--- src/verilog/eqc_page_regs.vh ---
// register offsets, field positions and reset values of the equalizer and
// clock-recovery page
// assumes inclusion by the register page module eqc_page only
`ifndef EQC_PAGE_REGS_VH
`define EQC_PAGE_REGS_VH

// ----------------------------------------------------------------------
// offsets
// ----------------------------------------------------------------------
`define EQC_OFS_PAGE_SOFT_RESET 8'h00
`define EQC_OFS_SIGNAL_LOSS 8'h01
`define EQC_OFS_CLOCK_RECOVERY 8'h02
`define EQC_OFS_MANUAL_BOOST 8'h03
`define EQC_OFS_SPARE_04 8'h04
`define EQC_OFS_SPARE_05 8'h05
`define EQC_OFS_SPARE_06 8'h06
`define EQC_OFS_SPARE_07 8'h07
`define EQC_OFS_SPARE_08 8'h08
`define EQC_OFS_OUTPUT_OVERRIDE 8'h09

// ----------------------------------------------------------------------
// fields
// ----------------------------------------------------------------------
`define EQC_BIT_PAGE_RESET 2
`define EQC_BIT_SIGNAL_LOST 1
`define EQC_BIT_PER_OUTPUT 5
`define EQC_PAGE_CHOICE_THIS 2'h0

// ----------------------------------------------------------------------
// reset values
// ----------------------------------------------------------------------
`define EQC_RST_PAGE_SOFT_RESET 8'h00
`define EQC_RST_SIGNAL_LOSS 8'h03
`define EQC_RST_CLOCK_RECOVERY 8'h41
`define EQC_RST_MANUAL_BOOST 8'h80
`define EQC_RST_SPARE 8'h00
`define EQC_RST_OUTPUT_OVERRIDE 8'h00
// read mask of the signal loss byte: bit 0 is a reserved constant one
`define EQC_LOSS_CONST 8'h01

`endif

--- src/verilog/eqc_sync.v ---
// two-flop synchroniser for a group of status levels
// assumes each bit is a slowly changing level; bits are not coherent
`timescale 1ns/1ps

module eqc_sync #(
    parameter WIDTH = 9,
    parameter [WIDTH-1:0] RESET_VALUE = {WIDTH{1'b0}}
) (
    // clock and reset
    input wire clk_sys_i,
    input wire reset_n_i,
    // levels
    input wire [WIDTH-1:0] async_i,
    output wire [WIDTH-1:0] sync_o
);

reg [WIDTH-1:0] meta_q;
reg [WIDTH-1:0] sync_q;

genvar g;
generate
    for (g = 0; g < WIDTH; g = g + 1) begin : g_bit
        always @(posedge clk_sys_i or negedge reset_n_i) begin
            if (!reset_n_i) begin
                meta_q[g] <= RESET_VALUE[g];
                sync_q[g] <= RESET_VALUE[g];
            end else begin
                meta_q[g] <= async_i[g];
                sync_q[g] <= meta_q[g];
            end
        end
    end
endgenerate

assign sync_o = sync_q;

endmodule

--- src/verilog/eqc_out_sel.v ---
// output source selection for the two outputs
// assumes the selection fields arrive from registers on the same clock
`timescale 1ns/1ps

module eqc_out_sel (
    // clock and reset
    input wire clk_sys_i,
    input wire reset_n_i,
    // control
    input wire per_output_select_enable_i,
    input wire [1:0] shared_select_i,
    input wire [2:0] first_output_select_i,
    input wire [2:0] second_output_select_i,
    // selection
    output reg [2:0] first_output_source_o,
    output reg [2:0] second_output_source_o
);

always @(posedge clk_sys_i or negedge reset_n_i) begin
    if (!reset_n_i) begin
        first_output_source_o <= 3'h0;
        second_output_source_o <= 3'h0;
    end else if (per_output_select_enable_i) begin
        // RL9: per output choice
        first_output_source_o <= first_output_select_i;
        second_output_source_o <= second_output_select_i;
    end else begin
        // RL8: one shared choice
        first_output_source_o <= {1'b0, shared_select_i};
        second_output_source_o <= {1'b0, shared_select_i};
    end
end

endmodule

--- src/verilog/eqc_page.v ---
// register page of the equalizer and clock-recovery section
// assumes a management port decoder that presents one-cycle read and write
// strobes with an 8-bit offset, and the shared page-select fields
//
// What this block does
// RL1: writing one to bit 2 of offset 0x00 returns every writable register of the page to its default and the bit reads back zero.
// RL2: after such a page reset the host runs the re-initialization procedure before relying on the section.
// RL3: bit 1 of offset 0x01 is read-only and shows zero for signal present and one for signal lost on the second input.
// RL4: offset 0x02 is a read-only clock-recovery status byte that reads 0x41 by default and follows the synchronised clock_recovery_status_i.
// RL5: the manual boost at offset 0x03 drives the second input equalizer only when the manual enable bit is set, else the adaptive value does.
// RL6: the boost byte holds four 2-bit stage controls, stage 0 in bits 7:6 down to stage 3 in bits 1:0, default 0x80.
// RL7: the boost value in use is offered for readback on the eq_boost_readback_o port; no page offset reads it.
// RL8: with bit 5 of offset 0x09 clear both outputs follow the shared 2-bit select field.
// RL9: with that bit set each output follows its own 3-bit select field.
// RL10: accesses reach the page only while page select is enabled with page choice 00.
// RL11: reserved read-write bits hold what is written, return defaults on any reset and steer nothing.
`timescale 1ns/1ps
`include "eqc_page_regs.vh"

module eqc_page (
    // clock and reset
    input wire clk_sys_i,
    input wire reset_n_i,
    // page selection from the shared registers
    input wire page_select_enable_i,
    input wire [1:0] page_choice_i,
    // register access
    input wire [7:0] reg_addr_i,
    input wire [7:0] reg_wdata_i,
    input wire reg_wr_i,
    input wire reg_rd_i,
    output reg [7:0] reg_rdata_o,
    output reg reg_rdata_valid_o,
    // analog status levels
    input wire second_input_signal_lost_i,
    input wire [7:0] clock_recovery_status_i,
    // equalizer control
    input wire manual_boost_enable_i,
    input wire [7:0] adaptive_boost_i,
    output reg [7:0] eq_boost_o,
    output wire [1:0] boost_stage_zero_o,
    output wire [1:0] boost_stage_one_o,
    output wire [1:0] boost_stage_two_o,
    output wire [1:0] boost_stage_three_o,
    output wire [7:0] eq_boost_readback_o,
    // output mux control
    input wire [1:0] shared_select_i,
    input wire [2:0] first_output_select_i,
    input wire [2:0] second_output_select_i,
    output wire [2:0] first_output_source_o,
    output wire [2:0] second_output_source_o,
    output wire per_output_select_enable_o,
    // page reset notice
    output reg page_reset_o
);

// ----------------------------------------------------------------------
// access gating
// ----------------------------------------------------------------------
wire page_hit;
wire wr_hit;
wire rd_hit;

// RL10: page routing
assign page_hit = page_select_enable_i &&
    (page_choice_i == `EQC_PAGE_CHOICE_THIS);
assign wr_hit = reg_wr_i && page_hit;
assign rd_hit = reg_rd_i && page_hit;

// ----------------------------------------------------------------------
// synchronised status
// ----------------------------------------------------------------------
wire [8:0] status_sync;
wire signal_lost_sync;
wire [7:0] recovery_sync;

eqc_sync #(
    .WIDTH(9),
    .RESET_VALUE({1'b1, `EQC_RST_CLOCK_RECOVERY})
) u_status_sync (
    .clk_sys_i(clk_sys_i),
    .reset_n_i(reset_n_i),
    .async_i({second_input_signal_lost_i, clock_recovery_status_i}),
    .sync_o(status_sync)
);

assign signal_lost_sync = status_sync[8];
assign recovery_sync = status_sync[7:0];

// ----------------------------------------------------------------------
// writable registers
// ----------------------------------------------------------------------
reg [7:0] soft_reset_q;
reg [7:0] manual_boost_q;
reg [7:0] spare_q [4:8];
reg [7:0] override_q;
wire soft_reset_req;

// RL1: self-clearing page reset request
assign soft_reset_req = wr_hit &&
    (reg_addr_i == `EQC_OFS_PAGE_SOFT_RESET) &&
    reg_wdata_i[`EQC_BIT_PAGE_RESET];

always @(posedge clk_sys_i or negedge reset_n_i) begin
    if (!reset_n_i) begin
        page_reset_o <= 1'b0;
    end else begin
        page_reset_o <= soft_reset_req;
    end
end

always @(posedge clk_sys_i or negedge reset_n_i) begin
    if (!reset_n_i) begin
        soft_reset_q <= `EQC_RST_PAGE_SOFT_RESET;
        manual_boost_q <= `EQC_RST_MANUAL_BOOST;
        override_q <= `EQC_RST_OUTPUT_OVERRIDE;
    end else if (page_reset_o) begin
        // RL1: page registers back to defaults
        soft_reset_q <= `EQC_RST_PAGE_SOFT_RESET;
        manual_boost_q <= `EQC_RST_MANUAL_BOOST;
        override_q <= `EQC_RST_OUTPUT_OVERRIDE;
    end else if (wr_hit) begin
        case (reg_addr_i)
            `EQC_OFS_PAGE_SOFT_RESET: begin
                // RL1: trigger bit never stored
                soft_reset_q <= reg_wdata_i &
                    ~(8'h01 << `EQC_BIT_PAGE_RESET);
            end
            `EQC_OFS_MANUAL_BOOST: begin
                manual_boost_q <= reg_wdata_i;
            end
            `EQC_OFS_OUTPUT_OVERRIDE: begin
                override_q <= reg_wdata_i;
            end
            default: begin
                soft_reset_q <= soft_reset_q;
            end
        endcase
    end
end

// RL11: reserved bytes held, defaulted, unused
genvar s;
generate
    for (s = 4; s <= 8; s = s + 1) begin : g_spare
        always @(posedge clk_sys_i or negedge reset_n_i) begin
            if (!reset_n_i) begin
                spare_q[s] <= `EQC_RST_SPARE;
            end else if (page_reset_o) begin
                spare_q[s] <= `EQC_RST_SPARE;
            end else if (wr_hit && ({24'h000000, reg_addr_i} == s)) begin
                spare_q[s] <= reg_wdata_i;
            end
        end
    end
endgenerate

// ----------------------------------------------------------------------
// equalizer boost
// ----------------------------------------------------------------------
always @(posedge clk_sys_i or negedge reset_n_i) begin
    if (!reset_n_i) begin
        eq_boost_o <= `EQC_RST_MANUAL_BOOST;
    end else if (manual_boost_enable_i) begin
        // RL5: manual boost governs
        eq_boost_o <= manual_boost_q;
    end else begin
        eq_boost_o <= adaptive_boost_i;
    end
end

// RL6: stage split of the boost in use
assign boost_stage_zero_o = eq_boost_o[7:6];
assign boost_stage_one_o = eq_boost_o[5:4];
assign boost_stage_two_o = eq_boost_o[3:2];
assign boost_stage_three_o = eq_boost_o[1:0];
// RL7: boost in use for readback
assign eq_boost_readback_o = eq_boost_o;

// ----------------------------------------------------------------------
// output source selection
// ----------------------------------------------------------------------
assign per_output_select_enable_o = override_q[`EQC_BIT_PER_OUTPUT];

// RL8: shared or per output select
eqc_out_sel u_out_sel (
    .clk_sys_i(clk_sys_i),
    .reset_n_i(reset_n_i),
    .per_output_select_enable_i(per_output_select_enable_o),
    .shared_select_i(shared_select_i),
    .first_output_select_i(first_output_select_i),
    .second_output_select_i(second_output_select_i),
    .first_output_source_o(first_output_source_o),
    .second_output_source_o(second_output_source_o)
);

// ----------------------------------------------------------------------
// read path
// ----------------------------------------------------------------------
reg [7:0] rd_mux;

always @* begin
    rd_mux = 8'h00;
    case (reg_addr_i)
        `EQC_OFS_PAGE_SOFT_RESET: begin
            rd_mux = soft_reset_q;
        end
        `EQC_OFS_SIGNAL_LOSS: begin
            // RL3: loss flag read-only
            rd_mux = `EQC_LOSS_CONST |
                ({7'h00, signal_lost_sync} << `EQC_BIT_SIGNAL_LOST);
        end
        `EQC_OFS_CLOCK_RECOVERY: begin
            // RL4: recovery status read-only
            rd_mux = recovery_sync;
        end
        `EQC_OFS_MANUAL_BOOST: begin
            rd_mux = manual_boost_q;
        end
        `EQC_OFS_SPARE_04: begin
            rd_mux = spare_q[4];
        end
        `EQC_OFS_SPARE_05: begin
            rd_mux = spare_q[5];
        end
        `EQC_OFS_SPARE_06: begin
            rd_mux = spare_q[6];
        end
        `EQC_OFS_SPARE_07: begin
            rd_mux = spare_q[7];
        end
        `EQC_OFS_SPARE_08: begin
            rd_mux = spare_q[8];
        end
        `EQC_OFS_OUTPUT_OVERRIDE: begin
            rd_mux = override_q;
        end
        default: begin
            rd_mux = 8'h00;
        end
    endcase
end

always @(posedge clk_sys_i or negedge reset_n_i) begin
    if (!reset_n_i) begin
        reg_rdata_o <= 8'h00;
        reg_rdata_valid_o <= 1'b0;
    end else begin
        reg_rdata_valid_o <= rd_hit;
        if (rd_hit) begin
            reg_rdata_o <= rd_mux;
        end
    end
end

endmodule

--- config.mk ---
export PLATFORM = sky130hd
export DESIGN_NAME = eqc_page
export DESIGN_NICKNAME = d
export VERILOG_FILES = /design/src/verilog/eqc_sync.v /design/src/verilog/eqc_out_sel.v /design/src/verilog/eqc_page.v
export VERILOG_INCLUDE_DIRS = /design/src /design/src/verilog
export SDC_FILE = /design/constraint.sdc
export NUM_CORES = 1
export LEC_CHECK = 0
export ABC_AREA = 1
export BUFFER_PORTS_ARGS = -buffer_cell sky130_fd_sc_hd__buf_2
export CORE_MARGIN = 2
export CORE_UTILIZATION = 59
export CTS_CLUSTER_DIAMETER = 60
export DETAILED_ROUTE_END_ITERATION = 10
export GPL_ROUTABILITY_DRIVEN = 0
export GPL_TIMING_DRIVEN = 0
export PLACE_DENSITY = 0.87
export SETUP_SLACK_MARGIN = 0.1
export SLEW_MARGIN = 0
export SYNTH_ARGS = -nofsm -noshare
export SYNTH_HDL_FRONTEND = slang
export SYNTH_SLANG_ARGS = --single-unit
--- constraint.sdc ---
create_clock -name clk_sys_i -period 3.6 [get_ports clk_sys_i]
set_input_delay 0.72 -clock clk_sys_i [delete_from_list [all_inputs] [get_ports clk_sys_i]]
set_output_delay 0.72 -clock clk_sys_i [all_outputs]
set_load 0.02 [all_outputs]
### After elaboration in Yosys (flattened, before gate mapping)

Cells that the tools add are included.

* flip-flop bits (word level): 106
* bits in latches: 0
* memory bits (writable): 0
* ROM bits: 0
* input bits: 49
* output and inout port bits: 41
* word-level logic and storage cells: 88
* memories: 0

* add/sub/neg operators: 0
* multipliers: 0
* divide/modulo/power cells: 0
* magnitude comparators: 0
* eq/ne operators: 9
* shift-type cells: 0
* mux-type cells: 23
* bitwise operators: 0
* reductions and logical operators: 24

Operators by type and width (count)
* 8-bit two-way mux: 20
* 8-bit case mux with 10 select lines: 1
* 8-bit by 3-bit == test with 1-bit output (second input constant): 4
* 2-bit nonzero test: 9
* 8-bit by 2-bit == test with 1-bit output (second input constant): 2
* 8-bit by 4-bit == test with 1-bit output (second input constant): 2
* 1-bit logical AND: 10
* 8-bit by 1-bit == test with 1-bit output (second input constant): 1
* 8-bit logical NOT: 1
* 3-bit two-way mux: 2
* 2-bit AND reduction: 3
* 2-bit logical NOT: 1

### Longest topological paths before layout

Gate-level depths: netlist of run 1.

* depth after elaboration: 6
* mapped depth: 11

### By module

From an unflattened synthesis of run 1, not the netlist that was laid out.

* cells, all modules: 519
* area, all modules: 4798.4 um^2

Modules (own cells, without submodules)
* eqc_page: times used 1, cells each 480, area each 4134.0 um^2
* eqc_sync: times used 1, cells each 18, area each 457.9 um^2
* eqc_out_sel: times used 1, cells each 21, area each 206.4 um^2

### Worst setup path before layout of run 1

OpenSTA, ideal clock, no wires.

* path kind: in2reg
* start point: input port reg_addr_i[7]
* end point: register manual_boost_q[6]
* library setup time: 0.125 ns
* arrival: 1.691 ns
* required time: 3.475 ns
* path slack: 1.784 ns
* stages: 10
* buffers on the path: 2
* cell sequence: nor2_1 nand2_2 clkinv_2 buf_8 nand2_1 o21ai_2 inv_2 buf_6 nand2_1 o21ai_2

* word-level cells in the longest chain between the ends: 3

RTL lines
* start: declaration: line eqc_page.v:28 `input wire [7:0] reg_addr_i,`
* 8-bit by 2-bit == test with 1-bit output: line eqc_page.v:123 `case (reg_addr_i)`
* 2-bit nonzero test (no source line)
* 2-bit AND reduction (no source line)
* end signal: assignment: line eqc_page.v:115 `` manual_boost_q <= `EQC_RST_MANUAL_BOOST; ``
* end signal: assignment: line eqc_page.v:120 `` manual_boost_q <= `EQC_RST_MANUAL_BOOST; ``
* end signal: assignment: line eqc_page.v:130 `manual_boost_q <= reg_wdata_i;`
* end: declaration: line eqc_page.v:94 `reg [7:0] manual_boost_q;`

Every way passes these cells.
A chain may end at the register's enable or synchronous reset.

### Worst setup path in the final report of run 1

* start point: input port reg_addr_i[2]
* end point: register reg_rdata_o[2]

* word-level cells in the longest chain between the ends: 2
* elaborated cells on any way between the ends: 11
* classes of those cells: 9 x eq/ne; 1 x mux; 1 x reduce/logical

RTL lines
* 8-bit by 4-bit == test with 1-bit output, or another cell as far along: line eqc_page.v:204 `case (reg_addr_i)`
* 8-bit case mux with 10 select lines (*): line eqc_page.v:204
* end signal: assignment: line eqc_page.v:251 `reg_rdata_o <= rd_mux;`
* end: declaration: line eqc_page.v:32 `output reg [7:0] reg_rdata_o,`

Every way passes the cells marked *; elsewhere a longest branch is shown, timed or not.

==> impl_metrics.ini, run 1 <==
[worst_setup_path]
slowest_delay_ps = 540
crit_path_max_fanout = 8
cp.required_ps = 3920
reg2reg_to = spare_q[35]
crit_chain = buf_2, inv_1, nand2_1, nor2_1, nand3_1, o21ai_0, nor2_1, nand2_1, nand2_1, nand2_1
crit_top_cell = nand2_1
crit_start = reg_addr_i[2]
critPathCaptureType = flip-flop
r2r_setup_slack_ps = 1800
crit_arrival_ps = 2210
cp-endpoint = reg_rdata_o[2]
critPathSlowestCell = nor2_1
cp-start-kind = input port
cp.depth = 10
crit_family = simple AND/OR/NAND/NOR gates
worstReg2RegStart = page_reset_o
path_class = input port to flip-flop
reg2regPathDepth = 6
cp_num_buf_inv = 2

[synth]
synthTopCellsByCount = nand2_1 (107), dfrtp_1 (97), nor2_1 (63)
syn_area_um2 = 4760
synth_nets = 563
synth_most_common_cell = nand2_1
synth.top_cell.area_share_pct = 51.0
syn_inst = 514
yosysSeqAreaShare_pct = 55.4
ys_top_cells_by_area = dfrtp_1 (51%), nand2_1 (8.4%), nand3_1 (6.4%)
ys_ff_latch = 105
synth_ff_type = dfrtp_1
synth_edf_count = 0
ys_async_sr_fraction_pct = 100
synth_cell_type_count = 29
yosysTopAreaCell = dfrtp_1
synth_area_per_cell_um2 = 9.26
ys_warn_count = 0

[power]
power_density_nw_per_um2 = 385
p_sw_w = 0.000558
p_seq_share_pct = 57.6
pwr-share-comb_pct = 9.2
p_int_w = 0.00158
clkPwrFrac_pct = 33.2
p_leak_nw = 2.88
vdd_ir_drop_max_uv = 291
swShare_pct = 26.1

[grt]
grt_pass1_wl_um = 18700
track_usage_pct = 28.1
grt_pass1_vias = 3931
antenna_found_initial = 0
grt_start_max_net_pins = 55
gr-total-overflow = 0

[clock_tree]
cts.sinks = 105
insertion_delay_ps = 370
clockBufferDepth = 2
post_cts_buffers = 0
ctsHtreeMaxLevel = 3
ctsRootBufferMaster = clkbuf_8
post_cts_resized = 0
cts_buffers = 9
tritoncts = done
hold_buffers = 0
path_clk_slew_ps = 100

[die]
start_util_pct = 61.3
rows = 32
io_pins = 90
core_area_um2 = 7770
fp.dieW_um = 93.8
die_h_um = 93.8
die_area_um2 = 8800

[sta]
period_needed_ps = 1890
fin_skew_ps = 7.95
tns_ps = 0
hold_violations = 0
timing.fmax_mhz = 529
rsz0062_at_grt = false
finalSetupViolCount = 0
drv_slew = 0
max_slew_margin_pct = 55.1
period_share_pct = 52.5
layout_setup_ws_ps = 1710
tightest_slew_ps = 671

[detailed_routing]
viasPerCell = 5.60
drc = 0
routed_wl_um = 11600
routedWlPerCell_um = 16.1
vias = 4035
drt_iter0_drc = 335
postRouteAntennaNets = 0
drt_pre_antenna_iters = 6

[finish]
layout-drive-gt1-share_pct = 30.7
diodes = 0
design_area_um2 = 5550
finish.utilization_pct = 71.4
fin_nets = 663
area_growth_pct = 16.5

[hold_path]
hold-path-cell-count = 0
hp-class = flip-flop to flip-flop

[status]
outcome = finished, final reports clean

[run]
cap_viol_max_count = 0

[place]
pre_cts_ws_ps = 1450
place_area_um2 = 5360
io_buffers = 88
dp_hpwl_um = 8380
[placed cells by master, fill, tap and decap left out, types with 5 or more instances in the layout]
master    Yosys  routed
o21ai_1      14      14
buf_6         6       6
dfstp_2       8       8
o21ai_2       7       7
o21ai_0      22      22
clkbuf_8      0      11
dfrtp_1      97      97
mux2_2        7       7
nor2_4        5       5
o21ai_4       5       5
nor2_1       63      63
nand3_1      61      61
a21oi_1      27      27
inv_1        33      33
nand2_2       7       7
buf_4        19      20
buf_2         5      92
nand2_1     107     107
[metal layers]
layer	global-route usage, %	part of all wire [%]	vias up
met1	37.5	39	1895
met2	44.5	47	250
li1	-	-	1844
met5	0	0	-
met4	13.5	3.8	0
met3	5.46	10	46
[layout make-up]
| cell class | instances | area [µm²] |
|---|---|---|
| repair buffers | 89 | 470 |
| flip-flops and latches | 105 | 2640 |
| multi-input cells | 339 | 1730 |
| inverters | 37 | 140 |
| clock buffers | 11 | 151 |
| fillers | 582 | 2220 |
| clock inverters | 5 | 37.5 |
| plain buffers | 33 | 258 |
| well taps | 102 | 128 |
[power groups by stage]
| stage | Sequential, W | Combinational, W | Clock, W |
|---|---|---|---|
| floorplan | 0.00126 | 0.0000911 | 0 |
| finish | 0.00123 | 0.000197 | 0.000708 |
| CTS | 0.00123 | 0.000197 | 0.000712 |
| detailed placement | 0.00125 | 0.000196 | 0 |
| global placement | 0.00125 | 0.000186 | 0 |
| global route | 0.00123 | 0.000214 | 0.000781 |
[metrics by stage]
stage	hold slack (ps)	cells	power [W]
floorplan	331	514	0.00135
global placement	334	704	0.00144
detailed placement	336	705	0.00145
CTS	351	721	0.00214
global route	350	721	0.00223
finish	349	721	0.00214
[worst min-delay path by stage]
stage | from | end | slack, ps
after floorplan | u_status_sync.meta_q[1] | u_status_sync.sync_o[1] | 330
after global placement | u_status_sync.meta_q[4] | u_status_sync.sync_o[4] | 330
after detailed placement | u_status_sync.meta_q[2] | u_status_sync.sync_o[2] | 340
after CTS | u_status_sync.meta_q[3] | u_status_sync.sync_o[3] | 350
after global routing | u_status_sync.meta_q[3] | u_status_sync.sync_o[3] | 350
final | u_status_sync.meta_q[3] | u_status_sync.sync_o[3] | 350
[registers in the layout, indices dropped and copies added, names as in the netlist, 7 cells and up]
| signal | count |
|---|---|
| eq_boost_o | 8 |
| soft_reset_q | 7 |
| manual_boost_q | 8 |
| reg_rdata_o | 8 |
| u_status_sync.sync_o | 9 |
| u_status_sync.meta_q | 9 |
| spare_q | 40 |
| override_q | 8 |
[kinds of logic (layout without fill, tap and decap cells)]
group / Yosys count / after routing / share of synthesized area [%]
DFF: 105 / 105 / 55.4
muxes: 7 / 7 / 1.66
and+or+nand+nor: 253 / 253 / 24.0
AOI/OAI and AO/OA: 79 / 79 / 10.6
buffers and inverters: 70 / 175 / 8.36
No activity file was read; power rests on OpenSTA's default activity.
==> run 2: changes to the inputs <==
CORE_UTILIZATION = 55   (was 59)
PLACE_DENSITY = 0.82   (was 0.87)
clock period = 1.79 ns   (was 3.6 ns; I/O delays follow)
==> impl_metrics.ini, run 2 (synthesized netlist as in run 1, its figures left out) <==
[power]
p_sw_w = 0.00106
p_leak_nw = 2.89
clkPwrFrac_pct = 35.8
pwr-share-comb_pct = 8.8
p_int_w = 0.00341
vdd_ir_drop_max_uv = 366
swShare_pct = 23.7
p_seq_share_pct = 55.4
power_density_nw_per_um2 = 801

[worst_setup_path]
critPathSlowestCell = dfrtp_1
cp-start-kind = flip-flop
critPathCaptureType = flip-flop
cp.required_ps = 2080
reg2regPathDepth = 4
slowest_delay_ps = 500
path_class = flip-flop to flip-flop
crit_path_max_fanout = 10
crit_chain = inv_2, buf_4, nand2_1, a21oi_1
crit_arrival_ps = 1910

[detailed_routing]
viasPerCell = 5.53
vias = 4007
drt_pre_antenna_iters = 5
postRouteAntennaNets = 0
routedWlPerCell_um = 16.2
routed_wl_um = 11800
drt_iter0_drc = 331
drc = 0

[grt]
grt_pass1_vias = 3932
grt_pass1_wl_um = 19100
grt_start_max_net_pins = 62
antenna_found_initial = 0
track_usage_pct = 25.9
gr-total-overflow = 0

[sta]
fin_skew_ps = 9.52
tightest_slew_ps = 757
layout_setup_ws_ps = 167
period_share_pct = 90.7
hold_violations = 0
rsz0062_at_grt = false
drv_slew = 0
max_slew_margin_pct = 49.5
finalSetupViolCount = 0
period_needed_ps = 1620
tns_ps = 0
timing.fmax_mhz = 616

[finish]
fin_nets = 663
fillers = 667
diodes = 0
design_area_um2 = 5590
final_cell_mix = nand2_1 (101), dfrtp_1 (97), buf_2 (92)
layout-drive-gt1-share_pct = 31.3
area_growth_pct = 17.3
largest_reg_flops = 40
top_register = spare_q
finish.utilization_pct = 67.3
layout_commonest_cell = nand2_1

[hold_path]
hp-class = input port to async pin

[die]
die_area_um2 = 9420
core_area_um2 = 8300
die_h_um = 97.0
io_pins = 90
start_util_pct = 57.4
fp.dieW_um = 97.0
rows = 33

[place]
place_area_um2 = 5360
io_buffers = 88
pre_cts_ws_ps = -38.1
dp_hpwl_um = 8430

[clock_tree]
path_clk_slew_ps = 100
insertion_delay_ps = 370
ctsHtreeMaxLevel = 3
cts_buffers = 9
ctsRootBufferMaster = clkbuf_8
tritoncts = done
cts.sinks = 105
hold_buffers = 0
clockBufferDepth = 2

[status]
outcome = finished, final reports clean

[run]
cap_viol_max_count = 0
-- run 2: worst paths after layout --
kind / endpoint / slack [ps] / start
max: spare_q[25] / 170 / page_reset_o
min: reg_rdata_o[4] / 50 / reset_n_i
max reg2reg: spare_q[25] / 170 / page_reset_o
min reg2reg: u_status_sync.sync_o[2] / 350 / u_status_sync.meta_q[2]
max in group asynchronous: u_status_sync.meta_q[0] / 960 / reset_n_i
min in group clk_sys_i: u_status_sync.meta_q[8] / 80 / second_input_signal_lost_i
-- run 2: worst max-delay path: cells and delay by family, from the launching register on --
family	cells	cell delay, ps
compound gates	1	230
simple gates	1	320
buf+inv	2	480
flops	1	500
-- run 2: timing repair --
item                       CTS  global route
gates resized for setup      1             6
setup endpoints to repair    7            42
buffers inserted             0             0
-- run 2: layer usage --
layer,vias up,part of all wire (%),global-route usage (%)
li1,1851,-,-
met1,1875,39,34.3
met2,238,47,40.0
met3,43,9.9,5.13
met4,0,4.3,15.0
met5,-,0,0
-- run 2: area by class of cell --
class | count | area [µm²] | area share, %
Timing Repair Buffer | 89 | 463 | 8.29
Inverter | 37 | 140 | 2.51
Buffer | 33 | 258 | 4.61
Clock inverter | 3 | 67.6 | 1.21
Clock buffer | 13 | 149 | 2.67
Multi-Input combinational cell | 339 | 1740 | 31.2
Tap cell | 105 | 131 | 2.35
Sequential cell | 105 | 2640 | 47.2
-- run 2: power by group through the flow --
| stage | clock network [W] | logic, W | registers, W |
|---|---|---|---|
| 2_1_floorplan | 0 | 0.000183 | 0.00254 |
| 3_3_place_gp | 0 | 0.000377 | 0.00252 |
| 3_5_place_dp | 0 | 0.000392 | 0.00252 |
| 4_1_cts | 0.00163 | 0.000394 | 0.00248 |
| 5_1_grt | 0.00173 | 0.000431 | 0.00248 |
| 6_report | 0.00160 | 0.000393 | 0.00248 |
-- run 2: through the flow --
stage                     hold WS [ps]  instances  power, W
after floorplan                   62.4        514   0.00272
after global placement             336        707   0.00290
after detailed placement           336        708   0.00291
after CTS                         62.3        724   0.00450
after global routing              59.7        724   0.00465
final                             51.5        724   0.00447
==> run 3: changes to the inputs <==
BUFFER_PORTS_ARGS = -buffer_cell sky130_fd_sc_hd__buf_4   (was -buffer_cell sky130_fd_sc_hd__buf_2)
==> impl_metrics.ini, run 3 (synthesized netlist as in run 1, its figures left out) <==
[sta]
finalSetupViolCount = 0
hold_violations = 0
rsz0062_at_grt = false
tightest_slew_ps = 914
max_slew_margin_pct = 39.1
drv_slew = 0
fin_skew_ps = 7.16
timing.fmax_mhz = 626
period_needed_ps = 1600
period_share_pct = 89.2

[place]
dp_hpwl_um = 8490
io_buffers = 88
dp_cells = 707

[clock_tree]
hold_buffers = 0
ctsHtreeMaxLevel = 3
insertion_delay_ps = 370
cts.sinks = 105
cts_buffers = 9
tritoncts = done
clockBufferDepth = 2
ctsRootBufferMaster = clkbuf_8
path_clk_slew_ps = 100

[grt]
antenna_found_initial = 0
met1_usage_pct = 34.0
grt_use_met3_pct = 7.15
grt_use_met2_pct = 40.7
track_usage_pct = 26.2
grt-busiest-layer = met2
grt_pass1_wl_um = 19300
grt_pass1_vias = 3936
gr-total-overflow = 0
grt_start_max_net_pins = 106

[die]
core_area_um2 = 8300
rows = 33
start_util_pct = 57.4
fp.dieW_um = 97.0
io_pins = 90
die_h_um = 97.0
die_area_um2 = 9420

[worst_setup_path]
crit_arrival_ps = 1890
crit_family = buffers and inverters
crit_top_cell = nand2_1
r2r_setup_slack_ps = 190
reg2reg_to = spare_q[32]
slowest_delay_ps = 500
cp.depth = 6
cp_num_buf_inv = 3
cp-start-kind = flip-flop
critPathSlowestCell = dfrtp_1
crit_chain = inv_2, buf_4, nand2_1, inv_1, nand2_1, o21ai_0
crit_start = page_reset_o
crit_path_max_fanout = 10
reg2regPathDepth = 6
cp.required_ps = 2090
worstReg2RegStart = page_reset_o
path_class = flip-flop to flip-flop
cp-endpoint = spare_q[32]
critPathCaptureType = flip-flop

[run]
cap_viol_max_count = 0

[finish]
largest_reg_flops = 40
layout_commonest_cell = buf_4
fillers = 657
diodes = 0
regArea_um2 = 2640
multi_input_area_um2 = 1740
finish.utilization_pct = 69.4
fin_nets = 662
stdcell_count = 723
layout-drive-gt1-share_pct = 30.9
top_register = spare_q
area_growth_pct = 20.9
final_cell_mix = buf_4 (106), nand2_1 (103), dfrtp_1 (97)

[power]
clkPwrFrac_pct = 33.1
p_int_w = 0.00328
p_sw_w = 0.00108
vdd_ir_drop_max_uv = 453
p_seq_share_pct = 56.7
power_density_nw_per_um2 = 758
p_leak_nw = 2.92
total_power_w = 0.00436
pwr-share-comb_pct = 10.1
swShare_pct = 24.9

[status]
outcome = finished, final reports clean

[detailed_routing]
drc = 0
routed_wl_um = 11900
routedWlPerCell_um = 16.5
viasPerCell = 5.50
postRouteAntennaNets = 0
drt_pre_antenna_iters = 7
drt_iter0_drc = 398
vias = 3975

[hold_path]
hp-class = input port to flip-flop
## run 3: stage by stage
stage                     TNS (ps)  cell area (µm²)  setup slack, ps  hold slack [ps]
after floorplan                  0             4760              327             62.4
after global placement      -0.802             5550           -0.802              335
after detailed placement      -108             5550            -40.8              336
after CTS                        0             5750              107             80.6
after global routing             0             5760              143             74.3
final                            0             5760              194             83.1
## run 3: worst register-to-register path, stage by stage, from the launching register on
cell	delay, ps
dfrtp_1	500
inv_2	200
buf_4	270
nand2_1	270
inv_1	150
nand2_1	60
o21ai_0	80
## run 3: worst min path at each step
stage	from	to	cells past startpoint
2_1_floorplan	reset_n_i	eq_boost_o[0]	0
3_3_place_gp	u_status_sync.meta_q[4]	u_status_sync.sync_o[4]	0
3_5_place_dp	u_status_sync.meta_q[3]	u_status_sync.sync_o[3]	0
4_1_cts	second_input_signal_lost_i	u_status_sync.meta_q[8]	1
5_1_grt	second_input_signal_lost_i	u_status_sync.meta_q[8]	1
6_report	second_input_signal_lost_i	u_status_sync.meta_q[8]	1
## run 3: cell type report
| cell class | count | share of cell area, % |
|---|---|---|
| Multi-Input combinational cell | 339 | 30.2 |
| Sequential cell | 105 | 45.8 |
| Tap cell | 105 | 2.28 |
| Inverter | 37 | 2.43 |
| Timing Repair Buffer | 88 | 11.5 |
| Buffer | 33 | 4.48 |
| Clock inverter | 4 | 0.935 |
| Clock buffer | 12 | 2.35 |
## run 3: routing by layer
layer,vias up,wire [µm]
met4,0,501
met5,-,0
met2,215,5590
li1,1850,-
met3,42,1080
met1,1868,4760
## run 3: power groups by stage
stage / clock network, W / logic (W) / registers, W
after floorplan: 0 / 0.000183 / 0.00254
after global placement: 0 / 0.000427 / 0.00252
final: 0.00145 / 0.000441 / 0.00248
after detailed placement: 0 / 0.000440 / 0.00252
after global routing: 0.00156 / 0.000478 / 0.00249
after CTS: 0.00146 / 0.000443 / 0.00248
## run 3: timing repair
| action | 4_1_cts | 5_1_grt |
|---|---|---|
| setup buffers | 0 | 0 |
| endpoints found under the hold margin | 0 | 0 |
| pin swaps | 0 | 0 |
| setup endpoints to repair | 6 | 23 |
| resized for setup | 3 | 2 |
